==> src/verilog/carrier_pkg.sv <==
// Shared constants, types and address decode of the carrier local control.
// Assumes a 100 MHz local clock and a 16-bit local bus byte address.
package carrier_pkg;

    ////////////////////////////////////////////////////////////////////////
    // Register map
    localparam logic [15:0] CTRL_OFFSET = 16'h0500;
    localparam logic [15:0] PENDING_OFFSET = 16'h0600;
    localparam logic [15:0] STATUS_OFFSET = 16'h0700;
    localparam logic [7:0] CTRL_RESET = 8'h00;
    localparam logic [7:0] PENDING_RESET = 8'h00;
    localparam int ARM_BIT = 4;
    localparam int AUTO_ACK_BIT = 5;
    localparam int IRQ_EN_BIT = 6;
    localparam int FORCE_BIT = 7;
    localparam int STAT_IRQ_BIT = 0;
    localparam int STAT_FLAG_BIT = 1;
    localparam logic [15:0] TIMEOUT_READ_DATA = 16'hFFFF;

    ////////////////////////////////////////////////////////////////////////
    // Slot windows, reduced map
    localparam logic [3:0] SLOT_FIRST_PAGE = 4'h1;
    localparam logic [3:0] SLOT_LAST_PAGE = 4'h4;
    localparam logic [3:0] IO_NIBBLE = 4'h0;
    localparam logic [3:0] ID_NIBBLE = 4'h1;
    localparam logic [3:0] INT_NIBBLE = 4'h2;
    localparam logic [15:0] MEM_BASE = 16'h5000;
    localparam logic [15:0] MEM_WINDOW_BYTES = 16'h0800;
    localparam logic [15:0] MEM_TOTAL_BYTES = 16'h2000;
    localparam logic [1:0] SPACE_IO = 2'h0;
    localparam logic [1:0] SPACE_ID = 2'h1;
    localparam logic [1:0] SPACE_INT = 2'h2;
    localparam logic [1:0] SPACE_MEM = 2'h3;

    ////////////////////////////////////////////////////////////////////////
    // Timing
    localparam int CLK_PERIOD_NS = 10;
    localparam int TIMEOUT_NS = 3200;
    localparam int TIMEOUT_CYCLES = TIMEOUT_NS / CLK_PERIOD_NS;
    localparam longint SYS_HZ = 100_000_000;
    localparam longint SLOW_HZ = 8_000_000;
    localparam longint FAST_HZ = 32_000_000;
    localparam int PHASE_W = 16;
    // Toggle rate is twice the slot clock rate
    localparam logic [PHASE_W-1:0] SLOW_INC =
        PHASE_W'((64'd2 * SLOW_HZ * (64'd1 << PHASE_W)) / SYS_HZ);
    localparam logic [PHASE_W-1:0] FAST_INC =
        PHASE_W'((64'd2 * FAST_HZ * (64'd1 << PHASE_W)) / SYS_HZ);

    typedef struct packed {
        logic ctrl;
        logic pend;
        logic stat;
        logic slot_hit;
        logic [1:0] slot;
        logic [1:0] space;
    } decode_t;

    function automatic decode_t decode_addr(input logic [15:0] a);
        decode_t d;
        logic [15:0] off;
        d = '0;
        off = a - MEM_BASE;
        d.ctrl = (a[15:1] == CTRL_OFFSET[15:1]);
        d.pend = (a[15:1] == PENDING_OFFSET[15:1]);
        d.stat = (a[15:1] == STATUS_OFFSET[15:1]);
        if (a >= MEM_BASE && off < MEM_TOTAL_BYTES) begin
            d.slot_hit = 1'b1;
            d.slot = off[12:11];
            d.space = SPACE_MEM;
        end else if (a[15:12] >= SLOT_FIRST_PAGE &&
                     a[15:12] <= SLOT_LAST_PAGE &&
                     a[11:8] <= INT_NIBBLE) begin
            d.slot_hit = 1'b1;
            d.slot = 2'(a[15:12] - SLOT_FIRST_PAGE);
            d.space = a[9:8];
        end
        return d;
    endfunction

endpackage

==> src/verilog/pin_sync.sv <==
// Three-stage synchroniser for pin inputs; a bit changes once
// stages two and three agree. Assumes a synchronised active-low reset.
`timescale 1ns/1ps
module pin_sync #(
    parameter int W = 1,
    parameter logic [W-1:0] RESET_VAL = '0
) (
    input wire logic clk,
    input wire logic rst_sync_b,
    input wire logic [W-1:0] pin,
    output logic [W-1:0] q
);
    typedef struct packed {
        logic [W-1:0] f1;
        logic [W-1:0] f2;
        logic [W-1:0] f3;
        logic [W-1:0] q;
    } sync_t;
    sync_t s_reg, s_next;

    always_comb begin
        s_next = s_reg;
        s_next.f1 = pin;
        s_next.f2 = s_reg.f1;
        s_next.f3 = s_reg.f2;
        // Hold unless the two settled stages agree
        s_next.q = (s_reg.f2 & s_reg.f3) |
                   (s_reg.q & (s_reg.f2 | s_reg.f3));
    end

    always_ff @(posedge clk or negedge rst_sync_b) begin
        if (!rst_sync_b) begin
            s_reg <= {RESET_VAL, RESET_VAL, RESET_VAL, RESET_VAL};
        end else begin
            s_reg <= s_next;
        end
    end

    assign q = s_reg.q;
endmodule // pin_sync

==> src/verilog/slot_clock_gen.sv <==
// Per-slot 8 / 32 MHz clocks from two phase accumulators, with rate
// changes taken only while a slot clock is low.
// Assumes the 100 MHz clock and a synchronised active-low reset.
`timescale 1ns/1ps
module slot_clock_gen
    import carrier_pkg::*;
#(
    parameter int SLOTS = 4
) (
    input wire logic clk,
    input wire logic rst_sync_b,
    input wire logic [SLOTS-1:0] fast_sel,
    output logic [SLOTS-1:0] slot_clk,
    output logic [SLOTS-1:0] slot_rise
);
    typedef struct packed {
        logic [PHASE_W-1:0] slow_acc;
        logic [PHASE_W-1:0] fast_acc;
        logic [SLOTS-1:0] clk_q;
        logic [SLOTS-1:0] use_fast;
        logic [SLOTS-1:0] rise;
    } clkgen_t;
    clkgen_t s_reg, s_next;

    always_comb begin
        logic [PHASE_W:0] slow_sum;
        logic [PHASE_W:0] fast_sum;
        logic tick;
        slow_sum = {1'b0, s_reg.slow_acc} + {1'b0, SLOW_INC};
        fast_sum = {1'b0, s_reg.fast_acc} + {1'b0, FAST_INC};
        tick = 1'b0;
        s_next = s_reg;
        s_next.slow_acc = slow_sum[PHASE_W-1:0];
        s_next.fast_acc = fast_sum[PHASE_W-1:0];
        for (int i = 0; i < SLOTS; i++) begin
            tick = s_reg.use_fast[i] ? fast_sum[PHASE_W] : slow_sum[PHASE_W];
            s_next.rise[i] = tick & ~s_reg.clk_q[i];
            if (tick) begin
                s_next.clk_q[i] = ~s_reg.clk_q[i];
                // Switch only on a falling edge: no runt pulse
                if (s_reg.clk_q[i]) begin
                    s_next.use_fast[i] = fast_sel[i];
                end
            end
        end
    end

    always_ff @(posedge clk or negedge rst_sync_b) begin
        if (!rst_sync_b) begin
            s_reg <= '0;
        end else begin
            s_reg <= s_next;
        end
    end

    assign slot_clk = s_reg.clk_q;
    assign slot_rise = s_reg.rise;

    chk_rate_switch_low: assert property (
        @(posedge clk) disable iff (!rst_sync_b)
        s_reg.use_fast[0] != $past(s_reg.use_fast[0]) |-> !s_reg.clk_q[0])
        else $error("slot rate changed while slot clock high");
endmodule // slot_clock_gen

==> src/verilog/carrier_local_control.sv <==
// Local control of a four-slot module carrier behind a bus bridge.
// Assumes the bridge holds lb_req and its fields steady until lb_ack,
// then drops lb_req; module pins come from outside the clock domain.
// Contract
// - Decode a 2 KByte memory window per slot in the reduced map.
// - Merge every module interrupt onto the one host interrupt line.
// - Show eight module requests as pending bits, slot A line 0 in D0.
// - Raise the host interrupt when a pending bit is set and enabled.
// - Pending bits ignore writes; they clear when the module withdraws.
// - A read of interrupt space runs an acknowledge cycle on the module.
// - Module A1 follows host A1 in interrupt space, selecting the line.
// - Interrupt space may be accessed at any time, no enable needed.
// - With reply enabled, answer a silent or empty slot after 3.2 us.
// - Auto-reply only for decoded module addresses, never others.
// - Timeout flag held clear while arm is 0, sets on auto-reply.
// - Timeout flag stays set until software writes arm to 0.
// - Unanswered access interrupts when arm, reply and enable are set.
// - Without auto-reply a silent module leaves the access pending.
// - Each slot runs at 8 or 32 MHz by its select bit, D0 to D3.
// - Access sequencing follows the addressed slot's clock rate.
// - Slot clock rate changes are free of glitches.
// - Control register is read-write, resets to 0x00, D4 to D7 as set.
// - With interrupts disabled, sources stay pending but unseen.
// - Forced interrupt bit drives the bridge interrupt when enabled.
`timescale 1ns/1ps
module carrier_local_control
    import carrier_pkg::*;
#(
    parameter int TIMEOUT_COUNT = TIMEOUT_CYCLES
) (
    input wire logic clk,
    input wire logic rst_b,
    input wire logic lb_req,
    input wire logic lb_wr,
    input wire logic [15:0] lb_addr,
    input wire logic [15:0] lb_wdata,
    output logic [15:0] lb_rdata,
    output logic lb_ack,
    output logic local_irq,
    output logic [3:0] slot_clk,
    output logic [3:0] io_sel_b,
    output logic [3:0] id_sel_b,
    output logic [3:0] int_sel_b,
    output logic [3:0] mem_sel_b,
    output logic mod_rw_b,
    output logic [10:1] mod_addr,
    output logic [15:0] mod_data_out,
    output logic mod_data_oe,
    input wire logic [15:0] mod_data_in,
    input wire logic [3:0] mod_ack_b,
    input wire logic [7:0] mod_irq_b
);
    localparam int TW = $clog2(TIMEOUT_COUNT + 1);
    localparam logic [TW-1:0] TIMEOUT_LAST = TW'(TIMEOUT_COUNT - 1);
    localparam int REPLY_BOUND = 420;

    typedef enum logic [1:0] {
        ST_IDLE,
        ST_SETUP,
        ST_WAIT,
        ST_FINISH
    } access_t;

    typedef struct packed {
        access_t fsm;
        logic [7:0] ctrl;
        logic flag;
        logic [7:0] pend;
        logic [1:0] slot;
        logic [1:0] space;
        logic wr;
        logic [10:1] addr;
        logic [15:0] wdata;
        logic [15:0] rdata;
        logic ack;
        logic sel;
        logic oe;
        logic [TW-1:0] tmo;
        logic irq;
        logic fired;
    } state_t;

    state_t s_reg, s_next;
    logic [1:0] rst_pipe;
    logic rst_sync_b;
    logic [3:0] ack_sync_b;
    logic [7:0] irq_sync_b;
    logic [15:0] data_sync;
    logic [3:0] slot_rise;
    decode_t dec;

    ////////////////////////////////////////////////////////////////////////
    // Reset release and pin synchronisers
    always_ff @(posedge clk or negedge rst_b) begin
        if (!rst_b) begin
            rst_pipe <= 2'h0;
        end else begin
            rst_pipe <= {rst_pipe[0], 1'b1};
        end
    end
    assign rst_sync_b = rst_pipe[1];

    // Data shares the three-stage path so it lines up with acknowledge
    pin_sync #(
        .W(28),
        .RESET_VAL({4'hF, 8'hFF, 16'h0000})
    ) u_pin_sync (
        .clk(clk),
        .rst_sync_b(rst_sync_b),
        .pin({mod_ack_b, mod_irq_b, mod_data_in}),
        .q({ack_sync_b, irq_sync_b, data_sync})
    );

    slot_clock_gen #(
        .SLOTS(4)
    ) u_slot_clock_gen (
        .clk(clk),
        .rst_sync_b(rst_sync_b),
        .fast_sel(s_reg.ctrl[3:0]),
        .slot_clk(slot_clk),
        .slot_rise(slot_rise)
    );

    assign dec = decode_addr(lb_addr);

    ////////////////////////////////////////////////////////////////////////
    // Next state
    always_comb begin
        logic fire;
        fire = 1'b0;
        s_next = s_reg;
        s_next.ack = 1'b0;
        case (s_reg.fsm)
            ST_IDLE: begin
                // s_reg.ack guards against retaking the request just answered
                if (lb_req && !s_reg.ack) begin
                    if (dec.ctrl) begin
                        if (lb_wr) begin
                            s_next.ctrl = lb_wdata[7:0];
                        end
                        s_next.rdata = {8'h00, s_reg.ctrl};
                        s_next.ack = 1'b1;
                    end else if (dec.pend) begin
                        // Writes land nowhere here
                        s_next.rdata = {8'h00, s_reg.pend};
                        s_next.ack = 1'b1;
                    end else if (dec.stat) begin
                        s_next.rdata = 16'h0000;
                        s_next.rdata[STAT_IRQ_BIT] = s_reg.irq;
                        s_next.rdata[STAT_FLAG_BIT] = s_reg.flag;
                        s_next.ack = 1'b1;
                    end else if (dec.slot_hit) begin
                        // Interrupt space needs no enable
                        s_next.slot = dec.slot;
                        s_next.space = dec.space;
                        s_next.wr = lb_wr;
                        s_next.addr = lb_addr[10:1];
                        if (dec.space != SPACE_MEM) begin
                            s_next.addr[10:8] = 3'h0;
                        end
                        s_next.wdata = lb_wdata;
                        s_next.tmo = '0;
                        s_next.fsm = ST_SETUP;
                    end
                    // Anything else gets no answer at all
                end
            end
            ST_SETUP: begin
                if (slot_rise[s_reg.slot]) begin
                    s_next.sel = 1'b1;
                    s_next.oe = s_reg.wr;
                    s_next.fsm = ST_WAIT;
                end
            end
            ST_WAIT: begin
                if (!ack_sync_b[s_reg.slot]) begin
                    s_next.rdata = data_sync;
                    s_next.fsm = ST_FINISH;
                end else if (s_reg.ctrl[AUTO_ACK_BIT] &&
                             s_reg.tmo >= TIMEOUT_LAST) begin
                    fire = 1'b1;
                    s_next.rdata = TIMEOUT_READ_DATA;
                    s_next.fsm = ST_FINISH;
                end else begin
                    // No answer yet: count toward the timeout; without reply enabled, wait as long as it takes
                    if (s_reg.tmo < TIMEOUT_LAST) begin
                        s_next.tmo = s_reg.tmo + 1'b1;
                    end
                end
            end
            ST_FINISH: begin
                if (slot_rise[s_reg.slot]) begin
                    s_next.sel = 1'b0;
                    s_next.oe = 1'b0;
                    s_next.ack = 1'b1;
                    s_next.fsm = ST_IDLE;
                end
            end
            default: begin
                s_next.fsm = ST_IDLE;
                s_next.sel = 1'b0;
                s_next.oe = 1'b0;
            end
        endcase
        s_next.fired = fire;
        // Clearing arm beats a same-cycle timeout: flag is held clear
        s_next.flag = s_next.ctrl[ARM_BIT] & (s_reg.flag | fire);
        s_next.pend = ~irq_sync_b;
        // One line carries all sources
        s_next.irq = s_next.ctrl[IRQ_EN_BIT] &
                     ((|s_next.pend) | s_next.flag |
                      s_next.ctrl[FORCE_BIT]);
    end

    always_ff @(posedge clk or negedge rst_sync_b) begin
        if (!rst_sync_b) begin
            s_reg <= '0;
            s_reg.fsm <= ST_IDLE;
            s_reg.ctrl <= CTRL_RESET;
            s_reg.pend <= PENDING_RESET;
        end else begin
            s_reg <= s_next;
        end
    end

    ////////////////////////////////////////////////////////////////////////
    // Outputs
    genvar g;
    generate
        for (g = 0; g < 4; g++) begin : g_sel
            logic hit;
            assign hit = s_reg.sel && (s_reg.slot == 2'(g));
            assign io_sel_b[g] = !(hit && s_reg.space == SPACE_IO);
            assign id_sel_b[g] = !(hit && s_reg.space == SPACE_ID);
            assign int_sel_b[g] = !(hit && s_reg.space == SPACE_INT);
            assign mem_sel_b[g] = !(hit && s_reg.space == SPACE_MEM);
        end
    endgenerate

    assign lb_ack = s_reg.ack;
    assign lb_rdata = s_reg.rdata;
    assign local_irq = s_reg.irq;
    assign mod_rw_b = !s_reg.wr;
    assign mod_addr = s_reg.addr;
    assign mod_data_out = s_reg.wdata;
    assign mod_data_oe = s_reg.oe;

    ////////////////////////////////////////////////////////////////////////
    // Checks
    chk_irq_from_pending: assert property (
        @(posedge clk) disable iff (!rst_sync_b)
        (|s_reg.pend) && s_reg.ctrl[IRQ_EN_BIT] |-> local_irq)
        else $error("pending request not presented");

    chk_irq_blocked_off: assert property (
        @(posedge clk) disable iff (!rst_sync_b)
        !s_reg.ctrl[IRQ_EN_BIT] |-> !local_irq)
        else $error("interrupt presented while disabled");

    chk_forced_irq_drive: assert property (
        @(posedge clk) disable iff (!rst_sync_b)
        s_reg.ctrl[IRQ_EN_BIT] && s_reg.ctrl[FORCE_BIT] |-> local_irq)
        else $error("forced interrupt not driven");

    chk_flag_held_clear: assert property (
        @(posedge clk) disable iff (!rst_sync_b)
        !s_reg.ctrl[ARM_BIT] |-> !s_reg.flag)
        else $error("timeout flag set while unarmed");

    chk_flag_sticky_set: assert property (
        @(posedge clk) disable iff (!rst_sync_b)
        s_reg.flag |=> s_reg.flag || !s_reg.ctrl[ARM_BIT])
        else $error("timeout flag dropped while armed");

    chk_flag_on_fire: assert property (
        @(posedge clk) disable iff (!rst_sync_b)
        s_reg.fired && s_reg.ctrl[ARM_BIT] |-> s_reg.flag)
        else $error("timeout flag not set on auto reply");

    chk_timeout_reply_bound: assert property (
        @(posedge clk) disable iff (!rst_sync_b)
        $rose(s_reg.fsm == ST_WAIT) && s_reg.ctrl[AUTO_ACK_BIT] &&
        $stable(s_reg.ctrl[AUTO_ACK_BIT]) |-> ##[1:REPLY_BOUND] lb_ack)
        else $error("auto reply not given in time");

    chk_no_reply_undecoded: assert property (
        @(posedge clk) disable iff (!rst_sync_b)
        s_reg.fsm == ST_IDLE && lb_req && !s_reg.ack &&
        !(dec.ctrl || dec.pend || dec.stat || dec.slot_hit) |=> !lb_ack)
        else $error("undecoded access answered");

    chk_no_reply_disabled: assert property (
        @(posedge clk) disable iff (!rst_sync_b)
        s_reg.fsm == ST_WAIT && !s_reg.ctrl[AUTO_ACK_BIT] &&
        ack_sync_b[s_reg.slot] |=> s_reg.fsm == ST_WAIT)
        else $error("silent access completed without auto reply");

    chk_int_a1_follow: assert property (
        @(posedge clk) disable iff (!rst_sync_b)
        s_reg.fsm == ST_IDLE && lb_req && !s_reg.ack && dec.slot_hit &&
        dec.space == SPACE_INT |=> mod_addr[1] == $past(lb_addr[1]))
        else $error("interrupt line select not taken from A1");

    chk_pending_write_ignored: assert property (
        @(posedge clk) disable iff (!rst_sync_b)
        $stable(irq_sync_b) |=> s_reg.pend == ~$past(irq_sync_b))
        else $error("pending bits moved without module change");

    chk_ctrl_reset_zero: assert property (
        @(posedge clk)
        $rose(rst_sync_b) |-> s_reg.ctrl == CTRL_RESET)
        else $error("control register not zero after reset");

    chk_ctrl_write_lands: assert property (
        @(posedge clk) disable iff (!rst_sync_b)
        s_reg.fsm == ST_IDLE && lb_req && !s_reg.ack && dec.ctrl && lb_wr
        |=> s_reg.ctrl == $past(lb_wdata[7:0]))
        else $error("control write did not land");

    chk_select_on_tick: assert property (
        @(posedge clk) disable iff (!rst_sync_b)
        $rose(s_reg.sel) |-> $past(slot_rise[s_reg.slot]))
        else $error("module select off the slot clock");

    chk_int_read_select: assert property (
        @(posedge clk) disable iff (!rst_sync_b)
        s_reg.sel && s_reg.space == SPACE_INT && !s_reg.wr |->
            !int_sel_b[s_reg.slot] && mod_rw_b)
        else $error("interrupt read not run on the module");

    chk_read_bus_released: assert property (
        @(posedge clk) disable iff (!rst_sync_b)
        mod_data_oe |-> !mod_rw_b)
        else $error("module data driven during a read");

    chk_flag_raises_irq: assert property (
        @(posedge clk) disable iff (!rst_sync_b)
        s_reg.flag && s_reg.ctrl[IRQ_EN_BIT] |-> local_irq)
        else $error("timeout flag not presented");

    chk_ack_one_cycle: assert property (
        @(posedge clk) disable iff (!rst_sync_b)
        lb_ack |=> !lb_ack)
        else $error("local acknowledge longer than one cycle");
endmodule // carrier_local_control

==> config.mk <==
export PLATFORM = sky130hd
export DESIGN_NAME = carrier_local_control
export DESIGN_NICKNAME = d
export VERILOG_FILES = /design/src/verilog/carrier_pkg.sv /design/src/verilog/pin_sync.sv /design/src/verilog/slot_clock_gen.sv /design/src/verilog/carrier_local_control.sv
export SDC_FILE = /design/constraint.sdc
export NUM_CORES = 1
export LEC_CHECK = 0
export ABC_AREA = 1
export BUFFER_PORTS_ARGS = -buffer_cell sky130_fd_sc_hd__buf_2
export CORE_ASPECT_RATIO = 0.6
export CORE_UTILIZATION = 55
export CTS_CLUSTER_DIAMETER = 150
export DETAILED_ROUTE_END_ITERATION = 10
export PLACE_DENSITY = 0.77
export SKIP_CTS_REPAIR_TIMING = 1
export SLEW_MARGIN = 10
export SYNTH_ARGS = -nofsm -noshare
export SYNTH_HDL_FRONTEND = slang
export SYNTH_SLANG_ARGS = --single-unit
==> constraint.sdc <==
create_clock -name clk -period 9.7 [get_ports clk]
set_clock_uncertainty 0.15 [all_clocks]
set_input_delay 1.94 -clock clk [delete_from_list [all_inputs] [get_ports clk]]
set_output_delay 1.94 -clock clk [all_outputs]
set_load 0.02 [all_outputs]
==> results.json <==
{
  "grt.total_usage_pct": 21.15,
  "run_status": "finished clean",
  "firstDrtPassIters": 5,
  "critPathKind": "register to primary output",
  "switching_share_pct": 33.20,
  "min_period_ns": 4.012,
  "intPower_mw": 1.798,
  "area_growth_pct": 12.34,
  "synth-seq-cells": 237,
  "comb_power_share_pct": 23.7,
  "synth_flop_cell": "dfrtp_1",
  "portBuffers": 128,
  "path_clk_slew_ns": 0.06,
  "cts_tree": "done",
  "cts.path.max_buffers": 3,
  "insertion_delay_ns": 0.51,
  "layout.nets": 1140,
  "grt_start_max_net_pins": 82,
  "n_antenna_cell": 0,
  "post_drt_via_cell_ratio": 5.011,
  "min_period_over_period_pct": 41.36,
  "ir_worst_vdd_mv": 0.1131,
  "power.switching_mw": 0.8937,
  "fin_tns_setup_ns": 0,
  "synth_nets": 1049,
  "ant_nets": 0,
  "whs_ns": 0.02502,
  "worstPathMaxFanout": 9,
  "place.gp.congestion": 0.8925,
  "die_y_um": 105.4,
  "synthAdderAreaFrac_pct": 4.267,
  "row_count": 37,
  "drv_cap": 0,
  "drive_above_1_share_pct": 23.87,
  "die_width_um": 174.3,
  "async_flop_share_pct": 100.0,
  "powerDensity_nw_per_um2": 244.7,
  "synth_mux_area_share_pct": 0,
  "die_area_sq_um": 18360,
  "grt_pass1_vias": 6361,
  "timing.rr.start": "s_reg[78]",
  "synth.distinct_cells": 36,
  "drt_iter0_drc": 464,
  "syn_area_sq_um": 9793,
  "io-pin-count": 130,
  "synth_simple_gate_area_share_pct": 19.25,
  "worstSetupStartpointType": "register",
  "r2r_end": "lb_rdata[4]",
  "hold_path_class": "register to asynchronous set/reset pin",
  "avgSynthCellArea_sq_um": 10.05,
  "r2r_slack_ns": 7.00,
  "r2r_cells": 9,
  "ys_seq_area_share_pct": 61.17,
  "place_inst": 1275,
  "crit_path_end_kind": "primary output",
  "cts_max_level": 1,
  "stdcell_area_sq_um": 11000,
  "fmax_mhz": 249.2,
  "grt_overflow_total": 0,
  "tightest_slew_ns": 0.9462,
  "pwr-share-seq_pct": 45.6,
  "worstSetupStartpoint": "s_reg[59]",
  "fin_cells": 1315,
  "largest_reg_flops": 56,
  "synth_edf_count": 0,
  "post-route-util_pct": 63.71,
  "clock-sinks": 237,
  "slew_headroom_pct": 36.92,
  "rsz0062_at_grt": "false",
  "core_sq_um": 17270,
  "netlist_instances": 974,
  "cts_buffers": 22,
  "final_hold_viol_count": 0,
  "grt_first_pass_wirelength_um": 31220,
  "p_clk_share_pct": 30.7,
  "hpwl_um": 13140,
  "drc": 0,
  "wl_um": 18610,
  "setup_viol": 0,
  "synth_compound_area_share_pct": 4.651,
  "start_util_pct": 56.71,
  "antenna_found_initial": 0,
  "critical_path.endpoint": "io_sel_b[1]",
  "leakage_nw": 5.431,
  "placed_cell_area_sq_um": 10300,
  "synth_xor_area_share_pct": 2.504,
  "wl_per_cell_um": 14.16,
  "required_ns": 7.61,
  "cts_root_buf": "clkbuf_16",
  "vias": 6590,
  "yosysWarningCount": 0,
  "synth_top_family_by_area": "simple AND/OR/NAND/NOR gates",
  "drv_slew": 0,
  "cp_data_arrival_time_ns": 1.92
}
[kinds of logic after synthesis]
family | count (synthesis)
DFF | 237
buffers and inverters | 156
other | 1
and+or+nand+nor | 428
AOI/OAI and AO/OA | 85
adders and majority gates | 39
xor gates and xnor gates | 28
[placed cells by master (no fill, tap or decap), types with 18 or more instances in the layout]
master     instances
a21oi_1           18
buf_2            128
clkbuf_16         22
dfrtp_1          188
dfstp_2           48
inv_1             86
maj3_1            28
nand2_1          242
nand3_1           69
nor2_1            55
o21ai_0           39
o21ai_1           18
xor2_1            25
[how the worst min path moves through the flow]
stage,endpoint,depth (start not counted)
3_3_place_gp,u_pin_sync.s_next[59],0
4_1_cts,u_pin_sync.s_next[60],0
3_5_place_dp,u_pin_sync.s_next[59],0
6_report,u_pin_sync.s_next[62],0
5_1_grt,u_pin_sync.s_next[62],0
2_1_floorplan,rst_pipe[1],0
[power by group through the flow]
stage / logic (mW) / clock network (mW) / registers, mW
final: 0.639 / 0.826 / 1.23
after global routing: 0.708 / 0.883 / 1.25
after CTS: 0.641 / 0.848 / 1.23
after detailed placement: 0.637 / 0 / 1.24
after global placement: 0.626 / 0 / 1.24
after floorplan: 0.577 / 0 / 1.23
[cell usage after synthesis (2+ instances only)]
cell type / count / area [sq um]
nor3b_1: 3 / 22.52
dfrtp_1: 189 / 4730
or2_2: 7 / 43.79
a21oi_1: 18 / 90.09
o21ai_1: 18 / 90.09
xor2_1: 25 / 219.0
a21boi_0: 2 / 15.01
o21ai_2: 6 / 52.55
nor2_4: 4 / 45.04
clkbuf_1: 5 / 18.77
nand3_1: 69 / 345.3
buf_2: 8 / 40.04
dfstp_2: 48 / 1261
inv_2: 6 / 22.52
nor2_1: 55 / 206.5
maj3_1: 28 / 280.3
nand4_1: 14 / 87.58
inv_1: 86 / 322.8
nand2_2: 11 / 68.82
o21ai_0: 39 / 195.2
nand2_4: 4 / 45.04
xnor2_1: 3 / 26.28
nor2_2: 4 / 25.02
buf_4: 47 / 352.8
nor3_1: 9 / 45.04
ha_1: 11 / 137.6
buf_6: 3 / 33.78
nor4_1: 3 / 18.77
nand2_1: 242 / 908.4
[metrics by stage]
step	worst slack, ns	power, mW
2_1_floorplan	2.540	1.807
3_3_place_gp	5.895	1.863
3_5_place_dp	5.836	1.882
4_1_cts	5.686	2.717
5_1_grt	5.517	2.838
6_report	5.688	2.692
[final cells by class]
type | count | area [sq um]
clock buffer | 29 | 596.8
multi-input combinational | 581 | 3008
inverter | 92 | 345.3
timing repair buffer | 131 | 663.1
sequential | 237 | 5995
clock inverter | 11 | 101.3
tap | 234 | 292.8
fill | 1359 | 6266
[critical path, stage by stage, from the launching register on]
cell and delay (ns):
dfrtp_1 0.50, inv_1 0.15, nor3_1 0.49, nand2_1 0.11
buf_2 0.18
[layer usage]
metal  GRT usage (%)  up-vias  share of wire, %  routed length (um)
met2           32.38      222                43                8064
met5               0        -                 0                   0
met1           31.49     3090                48                8982
li1                -     3246                 -                   -
met4           5.075        0               2.0                 365
met3           3.752       32               6.4                1200
(Power assumes the default switching activity.)
